## config.mk

```make
export PLATFORM = sky130hd
export DESIGN_NAME = adc_filter_setup_config
export DESIGN_NICKNAME = d
export VERILOG_FILES = /design/src/inc/filter_setup_pkg.sv /design/src/core/filter_decode.sv /design/src/core/adc_filter_setup_config.sv
export SDC_FILE = /design/constraint.sdc
export NUM_CORES = 1
export LEC_CHECK = 0
export ABC_AREA = 0
export BUFFER_PORTS_ARGS = -buffer_cell sky130_fd_sc_hd__buf_2
export CAP_MARGIN = 20
export CELL_PAD_IN_SITES_DETAIL_PLACEMENT = 1
export CELL_PAD_IN_SITES_GLOBAL_PLACEMENT = 1
export CORE_ASPECT_RATIO = 1.1
export CORE_MARGIN = 3
export CORE_UTILIZATION = 40
export DETAILED_ROUTE_END_ITERATION = 10
export PLACE_DENSITY_LB_ADDON = 0.1
export SKIP_LAST_GASP = 1
export SYNTH_ARGS = -nofsm -noshare
export SYNTH_HDL_FRONTEND = slang
export SYNTH_SLANG_ARGS = --single-unit
```

## constraint.sdc

```tcl
create_clock -name sys_clk -period 5.45 [get_ports sys_clk]
set_input_delay 1.09 -clock sys_clk [delete_from_list [all_inputs] [get_ports sys_clk]]
set_output_delay 1.09 -clock sys_clk [all_outputs]
set_load 0.02 [all_outputs]
```

## src/inc/filter_setup_pkg.sv

```systemverilog
// Constants for the filter setup register bank
package filter_setup_pkg;
   // Register map: printed offsets are register indices, byte address = 4 * index
   localparam int          NUM_SETUPS     = 8;
   localparam logic [7:0]  FILT_IDX_FIRST = 8'h28;
   localparam logic [7:0]  FILT_IDX_LAST  = 8'h2F;
   localparam logic [15:0] FILT_RESET     = 16'h0500;
   // Field positions and masks
   localparam int          DIRECT_BIT     = 15;
   localparam int          POSTEN_BIT     = 11;
   localparam int          POSTSEL_LSB    = 8;
   localparam int          ORDER_LSB      = 5;
   localparam int          RATE_LSB       = 0;
   localparam logic [15:0] WRITE_MASK     = 16'h8F7F;
   localparam logic [15:0] DIRECT_MASK    = 16'h7FFF;
   // Filter order codes
   localparam logic [1:0]  ORDER_SINC5    = 2'h0;
   localparam logic [1:0]  ORDER_SINC3    = 2'h3;
   // Post filter codes
   localparam logic [2:0]  POST_27        = 3'h2;
   localparam logic [2:0]  POST_25        = 3'h3;
   localparam logic [2:0]  POST_20        = 3'h5;
   localparam logic [2:0]  POST_16        = 3'h6;
   // Direct decimation factor multiplier
   localparam logic [5:0]  DIRECT_MULT    = 6'h20;
   // Highest defined output rate code
   localparam logic [4:0]  RATE_MAX       = 5'h16;
   // Filter kinds presented to the datapath
   typedef enum logic [1:0] {KIND_SINC5, KIND_SINC3, KIND_DIRECT} filt_kind_t;
endpackage

```

## src/core/filter_decode.sv

```systemverilog
// Decode of one filter setup word into the settings the filter datapath uses
`timescale 1ns/10ps
module filter_decode
   import filter_setup_pkg::*;
(
   // Setup word
   input  wire logic [15:0]          setupWord,
   // Decoded settings
   output filter_setup_pkg::filt_kind_t filtKind,
   output logic      [20:0]          directDecim,
   output logic                      postActive,
   output logic      [2:0]           postSelect,
   output logic      [4:0]           rateCode,
   output logic                      codeReserved
);
   // Direct mode overrides every other field except postSelect, which still passes bits 10:8; post filter needs sinc5+sinc1
   always_comb begin
      filtKind     = KIND_SINC5;
      directDecim  = 21'h000000;
      postActive   = 1'b0;
      postSelect   = setupWord[POSTSEL_LSB +: 3];
      rateCode     = setupWord[RATE_LSB +: 5];
      codeReserved = 1'b0;
      if (setupWord[DIRECT_BIT]) begin
         filtKind    = KIND_DIRECT;
         directDecim = 21'(setupWord[14:0]) * 21'(DIRECT_MULT);
         rateCode    = 5'h00;
      end else begin
         case (setupWord[ORDER_LSB +: 2])
            ORDER_SINC5: filtKind = KIND_SINC5;
            ORDER_SINC3: filtKind = KIND_SINC3;
            default: begin
               filtKind     = KIND_SINC5;
               codeReserved = 1'b1;
            end
         endcase
         // Post filter only counts with the sinc5+sinc1 order
         postActive = setupWord[POSTEN_BIT] &&
                      (setupWord[ORDER_LSB +: 2] == ORDER_SINC5);
         if (postActive && !(postSelect == POST_27 || postSelect == POST_25 ||
                             postSelect == POST_20 || postSelect == POST_16))
            codeReserved = 1'b1;
         if (rateCode > RATE_MAX)
            codeReserved = 1'b1;
      end
   end
endmodule

```

## src/core/adc_filter_setup_config.sv

```systemverilog
// APB register bank of eight filter setup words with conversion restart
`timescale 1ns/10ps
module adc_filter_setup_config
   import filter_setup_pkg::*;
(
   // Clock and reset
   input  wire logic                    sys_clk,
   input  wire logic                    rst,
   // APB slave
   input  wire logic                    psel,
   input  wire logic                    penable,
   input  wire logic                    pwrite,
   input  wire logic [9:0]              paddr,
   input  wire logic [31:0]             pwdata,
   input  wire logic [3:0]              pstrb,
   output logic                         pready,
   output logic      [31:0]             prdata,
   output logic                         pslverr,
   // Converter side
   input  wire logic [2:0]              activeSetup,
   output logic                         convRestart,
   output filter_setup_pkg::filt_kind_t filtKind,
   output logic      [20:0]             directDecim,
   output logic                         postActive,
   output logic      [2:0]              postSelect,
   output logic      [4:0]              rateCode,
   output logic                         codeReserved
);
   import filter_setup_pkg::*;

   logic [15:0] setupBank_r [NUM_SETUPS];
   logic [15:0] setupWord;
   logic [7:0]  regIndex;
   logic [2:0]  slot;
   logic        hit;
   logic        accessDone;
   logic        restart_r;
   filt_kind_t  kindNxt;
   logic [20:0] decimNxt;
   logic        postNxt;
   logic [2:0]  selNxt;
   logic [4:0]  rateNxt;
   logic        resvNxt;

   // Byte address to register index; low two bits ignored
   function automatic logic [7:0] wordIndex(input logic [9:0] addr);
      return addr[9:2];
   endfunction

   // Access phase decode; every transfer completes with no wait state
   assign regIndex   = wordIndex(paddr);
   assign hit        = (regIndex >= FILT_IDX_FIRST) && (regIndex <= FILT_IDX_LAST);
   assign slot       = regIndex[2:0];
   assign accessDone = psel && penable;
   assign pready     = 1'b1;
   assign pslverr    = accessDone && !hit;

   // Register writes; byte strobes honoured, reserved bits stay zero
   always_ff @(posedge sys_clk or posedge rst) begin
      if (rst) begin
         for (int i = 0; i < NUM_SETUPS; i++) begin
            setupBank_r[i] <= FILT_RESET;
         end
      end else if (accessDone && pwrite && hit) begin
         if (pstrb[0]) begin
            setupBank_r[slot][7:0] <= pwdata[7:0] & WRITE_MASK[7:0];
         end
         if (pstrb[1]) begin
            setupBank_r[slot][15:8] <= pwdata[15:8] & WRITE_MASK[15:8];
         end
      end
   end

   // Restart pulse one cycle after any accepted write to the bank
   always_ff @(posedge sys_clk or posedge rst) begin
      if (rst) begin
         restart_r <= 1'b0;
      end else begin
         restart_r <= accessDone && pwrite && hit;
      end
   end
   assign convRestart = restart_r;

   // Read data registered on the setup phase so it is stable during access
   always_ff @(posedge sys_clk or posedge rst) begin
      if (rst) begin
         prdata <= 32'h00000000;
      end else if (psel && !penable && !pwrite) begin
         if (hit) begin
            prdata <= {16'h0000, setupBank_r[slot]};
         end else begin
            prdata <= 32'h00000000;
         end
      end
   end

   // Settings of the setup assigned to the converting channel
   assign setupWord = setupBank_r[activeSetup];

   filter_decode u_decode (
      .setupWord    (setupWord),
      .filtKind     (kindNxt),
      .directDecim  (decimNxt),
      .postActive   (postNxt),
      .postSelect   (selNxt),
      .rateCode     (rateNxt),
      .codeReserved (resvNxt)
   );

   // Decoded settings registered so datapath inputs come from flip-flops
   always_ff @(posedge sys_clk or posedge rst) begin
      if (rst) begin
         filtKind     <= KIND_SINC5;
         directDecim  <= 21'h000000;
         postActive   <= 1'b0;
         postSelect   <= POST_20;
         rateCode     <= 5'h00;
         codeReserved <= 1'b0;
      end else begin
         filtKind     <= kindNxt;
         directDecim  <= decimNxt;
         postActive   <= postNxt;
         postSelect   <= selNxt;
         rateCode     <= rateNxt;
         codeReserved <= resvNxt;
      end
   end
endmodule

```

==> reports/results.tsv, run 1 <==
stage	metric	value	unit
flow_run	cap_violations	0	
global_routing	grt_pass1_vias	4565	
pwr	power.sequential.fraction	42.5	%
pwr	design_power_total	2.379	mW
final_layout	final_nets	614	
pwr	power.leakage	3.822	nW
clocking	numCtsBuffers	17	
die	start_util	41.60	%
die	core_area	16040	um^2
clocking	cts_sinks	134	
timing	final.setup_skew	10.08	ps
global_routing	grt_first_pass_wirelength	27520	um
synthesis	async_flop_share	100.0	%
worst_setup_path	crit_fanout	9	
detailed_routing	avgViaCountPerCell	5.605	
placement	place.detailed.hpwl	11820	um
detailed_routing	first_iter_violations	269	
pwr	p_per_area	308.2	nW/um^2
global_routing	grt.overflow.total	0	
pwr	p_comb_share	6.3	%
global_routing	grt_usage	20.26	%
synthesis	netlist_instances	489	
worst_setup_path	arrival	2530	ps
synthesis	synth_edf_count	0	
synthesis	synthFlopType	dfrtp_1	
synthesis	synth_area	6670	um^2
worst_setup_path	path_class	input port to primary output	
pwr	netSwitchingPower	535.3	uW
final_layout	antennaDiodeCount	0	
synthesis	ys_ff_latch	134	
timing	fin_crit_sh	66.37	%
timing	hold_viol	0	
worst_setup_path	worst_ep_required_time	4360	ps
clocking	hold_buffers	0	
clocking	cts_resized	0	
status	status	finished, final reports clean	
worst_setup_path	startpoint_type	input port	
final_layout	nFillCells	1625	
synthesis	ys_types	46	
timing	fin_crit	3617	ps
global_routing	grt_max_degree	75	
detailed_routing	wirelength	17490	um
pwr	internal_power	1.843	mW
final_layout	regArea	3376	um^2
worst_setup_path	cp-end-kind	primary output	
final_layout	multi_input_area	3042	um^2
synthesis	synth.avg_cell_area	13.64	um^2
die	ioPinCount	122	
synthesis	seq_area_frac_synth	50.61	%
final_layout	syn_to_final_growth	15.70	%
hold_path	hold_path_class	flip-flop to flip-flop	
clocking	clock-root-buffer	clkbuf_16	
global_routing	antenna_found_initial	0	
detailed_routing	drt-pass1-iter-count	4	
pwr	irDropWorstVdd	0.2252	mV
clocking	clk_latency	430	ps
clocking	cts.reportedPaths.clkPinSlew	50	ps
placement	port-buffer-count	72	
clocking	cts_tree	built	
timing	drv_slew	0	
final_layout	drive_gt1_share	47.71	%
timing	finalSetupTns	0	ps
clocking	post-cts-setup-buffers	0	
clocking	cts.path.max_buffers	2	
timing	relSlewSlack	38.86	%
detailed_routing	drc	0	
die	die_x	129.1	um
synthesis	ys_warn_count	0	
pwr	pwr-share-clk	51.2	%
placement	gp_routability_congestion	0.7716	
die	die_h	141.4	um
timing	setup_viol	0	
detailed_routing	avgRoutedWirePerCell	22.77	um
detailed_routing	routed-via-count	4305	
die	row_count	48	
timing	fmax	276.5	MHz
die	die-area	18260	um^2
clocking	htreeDepth	4	
timing	tightest_slew	917.2	ps
timing	rsz0062_at_grt	false	
pwr	switching_share	22.50	%
detailed_routing	ant_nets	0	
through the flow:
stage               worst slack (ps)  instances  instance area (um^2)  util, %  hold WS, ps
floorplan                      807.0        513                  6760        -        477.3
global placement                1843        739                  7098    44.27        461.2
detailed placement              1834        739                  7098    44.27        469.3
CTS                             1833        768                  7717    48.13        484.0
global route                    1801        768                  7717    48.13        517.4
finish                          1833        768                  7717    48.13        481.8
layer usage:
metal,GRT usage (%),wire length [um],up-vias
li1,-,-,1879
met1,29.01,7987,2251
met2,31.03,8112,154
met3,4.104,1091,21
met4,6.578,296,0
met5,0,0,-
Yosys cell counts, types with 4 or more instances:
master | n | area (um^2)
inv_1 | 8 | 30.03
o21ai_0 | 13 | 65.06
nand2b_1 | 5 | 31.28
mux2i_1 | 27 | 270.3
nor3_1 | 4 | 20.02
mux2_2 | 101 | 1137
nand2_1 | 24 | 90.09
o22ai_1 | 8 | 50.05
nor2_1 | 20 | 75.07
dfstp_2 | 18 | 473.0
buf_2 | 7 | 35.03
buf_4 | 30 | 225.2
dfrtp_1 | 116 | 2903
a21oi_1 | 8 | 40.04
clkbuf_1 | 11 | 41.29
mux4_2 | 34 | 765.7
sequential cells by signal, indices dropped and copies added, names as in the netlist:
name	count
setupBank_r	96
rateCode	5
postActive	1
convRestart	1
postSelect	3
filtKind	2
prdata	13
directDecim	12
codeReserved	1
cell usage in the layout (no fill, tap or decap), types with 4 or more instances in the layout:
| master | netlist | final |
|---|---|---|
| dfrtp_1 | 116 | 116 |
| mux2_2 | 101 | 101 |
| buf_2 | 7 | 72 |
| mux4_2 | 34 | 34 |
| mux2i_1 | 27 | 27 |
| conb_1 | 2 | 26 |
| nand2_1 | 24 | 24 |
| nor2_1 | 20 | 20 |
| dfstp_2 | 18 | 18 |
| clkbuf_16 | 0 | 17 |
| o21ai_0 | 13 | 13 |
| o22ai_1 | 8 | 8 |
| a21oi_1 | 8 | 8 |
| inv_1 | 8 | 7 |
| nand2b_1 | 5 | 5 |
| buf_4 | 30 | 5 |
| nor3_1 | 4 | 4 |
| bufinv_16 | 0 | 4 |
final cells by class:
class | count | area share [%]
sequential | 134 | 43.74
clock inverter | 8 | 1.929
multi-input combinational | 320 | 39.41
clock buffer | 21 | 6.096
tap | 200 | 3.243
timing repair buffer | 77 | 5.156
inverter | 8 | 0.4215
power groups by stage:
stage | sequential (mW) | clock (mW) | combinational, mW
after CTS | 1.01 | 1.24 | 0.152
after global placement | 1.03 | 0 | 0.149
after floorplan | 1.03 | 0 | 0.112
after global routing | 1.01 | 1.28 | 0.165
after detailed placement | 1.03 | 0 | 0.152
final | 1.01 | 1.22 | 0.150
cell families after synthesis:
group	share of synthesized area, %
flops	50.61
compound gates	4.221
other cells	0.1126
mux	32.75
fa+ha+maj	0.3751
buf+inv	5.140
simple gates	6.791
final timing paths:
path	start	endpoint	slack, ps	depth (start not counted)
worst max register to register	setupBank_r[4]	codeReserved	3500	5
min in group asynchronous	rst	prdata[2]	870	2
worst max-delay path	paddr[6]	pslverr	1830	5
worst min-delay path	prdata[15]	prdata[15]	480	2
worst min register to register	prdata[15]	prdata[15]	480	2
max in group asynchronous	rst	setupBank_r[90]	3570	3
worst max-delay path: stages:
cell    delay [ps]
buf_2          100
or4b_4         560
or2_2          410
and3_1         220
buf_2          150
Note: power is estimated with default switching activity, not from simulation.
==> run 2, diff against run 1 <==
ABC_AREA = 1   (was 0)
clock period = 3.53 ns   (was 5.45 ns; I/O delays follow)
==> run 2 against run 1 <==
Against the previous run: register-to-register slack got worse by 1800 ps; sequential cell count did not move; synthesized cell count rose by 66%; first-iteration DRC count rose by 49%; critical path type is now input port to flip-flop; largest power group unchanged; utilization fell by 0.19 points; design area fell by 0.39%; non-clock buffer count rose by 8.
==> reports/results.tsv, run 2 <==
stage	metric	value	unit
detailed_routing	wl_met2	10820	um
detailed_routing	wl_met3	915	um
detailed_routing	drt-pass1-iter-count	5	
timing	drv_slew	0	
clocking	cts.path.max_buffers	2	
timing	fmax	415.7	MHz
final_layout	final_cell_mix	nand2_1, dfrtp_1, inv_1, nor2_1, buf_2	
detailed_routing	routed-via-count	5817	
clocking	htreeDepth	4	
worst_setup_path	path_buf_inv	5	
die	ioPinCount	122	
final_layout	syn_to_final_growth	14.93	%
synthesis	synth_most_common_cell	nand2_1	
placement	dp.cells	1057	
timing	tightest_slew	808.0	ps
die	die_x	129.3	um
detailed_routing	avgRoutedWirePerCell	19.75	um
global_routing	grt_first_pass_wirelength	33660	um
clocking	cts_sinks	134	
clocking	cts.reportedPaths.clkPinSlew	60	ps
timing	setup_viol	0	
worst_setup_path	arrival	2710	ps
synthesis	ys_types	31	
timing	relSlewSlack	45.98	%
worst_setup_path	crit_fanout	14	
detailed_routing	wirelength_met1	8987	um
timing	finalSetupTns	0	ps
timing	fin_hold_ws	462.6	ps
global_routing	grt.overflow.total	0	
synthesis	async_flop_share	100.0	%
detailed_routing	avgViaCountPerCell	5.347	
detailed_routing	ant_nets	0	
die	row_count	48	
final_layout	top_regs	setupBank_r: 96 flops, prdata: 13 flops, directDecim: 12 flops	
clocking	numCtsBuffers	17	
synthesis	ys_top_cells_by_area	dfrtp_1, nand2_1, dfstp_2	
worst_setup_path	critPathSlowestCell	inv_1	
global_routing	grt_pass1_vias	6086	
clocking	clk_latency	430	ps
detailed_routing	highest_layer	met4	
pwr	power.leakage	3.897	nW
detailed_routing	drc	0	
synthesis	synthFlopType	dfrtp_1	
die	die_h	141.6	um
global_routing	grt_usage	24.42	%
worst_setup_path	cp_cell_sequence	buf_2 -> inv_1 -> o21ai_0 -> o22ai_1 -> inv_1 -> o21ai_0 -> inv_1 -> ha_1 -> inv_1 -> nand2_1 -> nand2_1 -> nand2_1	
flow_run	cap_violations	0	
worst_setup_path	slowest_delay	460	ps
timing	hold_viol	0	
worst_setup_path	worst_ep_required_time	3840	ps
synthesis	seq_area_frac_synth	50.47	%
clocking	cts_tree	built	
worst_setup_path	path_class	input port to flip-flop	
clocking	hold_buffers	0	
clocking	post-cts-setup-buffers	0	
final_layout	nFillCells	1972	
global_routing	grt_max_degree	135	
synthesis	netlist_top_cells_count	nand2_1, dfrtp_1, inv_1	
pwr	irDropWorstVdd	0.3563	mV
final_layout	largest_register	setupBank_r	
final_layout	final_common_cell	nand2_1	
synthesis	synth.avg_cell_area	8.248	um^2
synthesis	ys_warn_count	0	
synthesis	synth_top_area_cell	dfrtp_1	
detailed_routing	first_iter_violations	401	
global_routing	antenna_found_initial	0	
placement	place.detailed.hpwl	14130	um
synthesis	synth_edf_count	0	
die	die-area	18310	um^2
worst_setup_path	crit_top_cell	inv_1	
final_layout	final_nets	932	
placement	port-buffer-count	72	
pwr	p_per_area	499.9	nW/um^2
synthesis	synth_area	6689	um^2
status	status	finished, final reports clean	
worst_setup_path	startpoint_type	input port	
hold_path	hold_path_class	input port to asynchronous set/reset pin	
synthesis	netlist_instances	811	
die	start_util	41.71	%
synthesis	synth_top_area_share	43.40	%
timing	final.setup_skew	6.859	ps
worst_setup_path	cp-end-kind	flip-flop	
timing	fin_crit_sh	68.15	%
clocking	clock-root-buffer	clkbuf_16	
clocking	cts_resized	0	
final_layout	antennaDiodeCount	0	
timing	rsz0062_at_grt	false	
final_layout	layoutNonFillerInstCount	1088	
synthesis	ys_ff_latch	134	
final_layout	drive_gt1_share	17.45	%
final_layout	largest_reg_flops	96	
detailed_routing	wirelength	21490	um
die	core_area	16040	um^2
worst_setup_path	crit_family	buffers and inverters	
placement	gp_routability_congestion	0.8517	
timing	fin_crit	2406	ps
-- run 2: cell types whose count changed in the layout (fill, tap and decap cells not counted), sizes merged, moves of 34 or more --
cell	before	now
inv	8	78
mux2	102	0
mux4	34	0
nand2	27	215
nor2	22	78
o21ai	13	133
o22ai	8	49
-- run 2: final timing paths --
kind / start / end / slack, ps / depth (start not counted)
worst max register to register: setupBank_r[37] / codeReserved / 1690 / 10
max in group asynchronous: rst / setupBank_r[127] / 2460 / 3
min in group sys_clk: prdata[2] / prdata[2] / 480 / 2
worst max-delay path: activeSetup[0] / codeReserved / 1120 / 12
worst min register to register: prdata[2] / prdata[2] / 480 / 2
worst min-delay path: rst / directDecim[7] / 460 / 3
-- run 2: area by class of cell --
cell class / count / area, um^2 / share of cell area (%)
flip-flops and latches: 134 / 3376 / 43.91
multi-input cells: 558 / 2651 / 34.49
repair buffers: 85 / 483.0 / 6.283
clock buffers: 22 / 474.2 / 6.169
inverters: 80 / 304.0 / 3.955
well taps: 200 / 250.2 / 3.255
clock inverters: 9 / 148.9 / 1.937
-- run 2: kinds of logic (layout without fill, tap and decap cells) --
family / after synthesis / after routing / share of synthesized area (%)
buffers and inverters: 143 / 196 / 11.24
other: 2 / 26 / 0.1123
flip-flops: 134 / 134 / 50.47
AO/OA/AOI/OAI: 199 / 199 / 16.37
AND/OR/NAND/NOR: 331 / 331 / 21.44
adder cells (fa/ha/maj): 2 / 2 / 0.3741
-- run 2: power by group --
group / internal (mW) / total (mW) / leakage, nW / switching (mW)
clock network: 1.23 / 1.88 / 0.300 / 0.656
registers: 1.57 / 1.58 / 1.79 / 0.0130
logic: 0.0985 / 0.376 / 1.81 / 0.278
-- run 2: worst min-delay path: stages --
cell and delay, ps:
buf_2 110, clkinvlp_4 70, buf_12 490
-- run 2: stage by stage --
step | cell area, um^2 | power (mW) | util [%] | setup WS, ps
2_1_floorplan | 6783 | 1.873 | - | 1174
3_3_place_gp | 7064 | 1.973 | 44.05 | 810.4
3_5_place_dp | 7064 | 1.984 | 44.05 | 762.5
4_1_cts | 7687 | 3.878 | 47.94 | 1155
5_1_grt | 7687 | 3.984 | 47.94 | 995.6
6_report | 7687 | 3.843 | 47.94 | 1124
-- run 2: per-layer routing --
| metal | vias up | global-route usage, % |
|---|---|---|
| met5 | - | 0 |
| met4 | 0 | 12.49 |
| met3 | 51 | 4.104 |
| met2 | 159 | 40.67 |
| met1 | 2875 | 30.39 |
| li1 | 2732 | - |
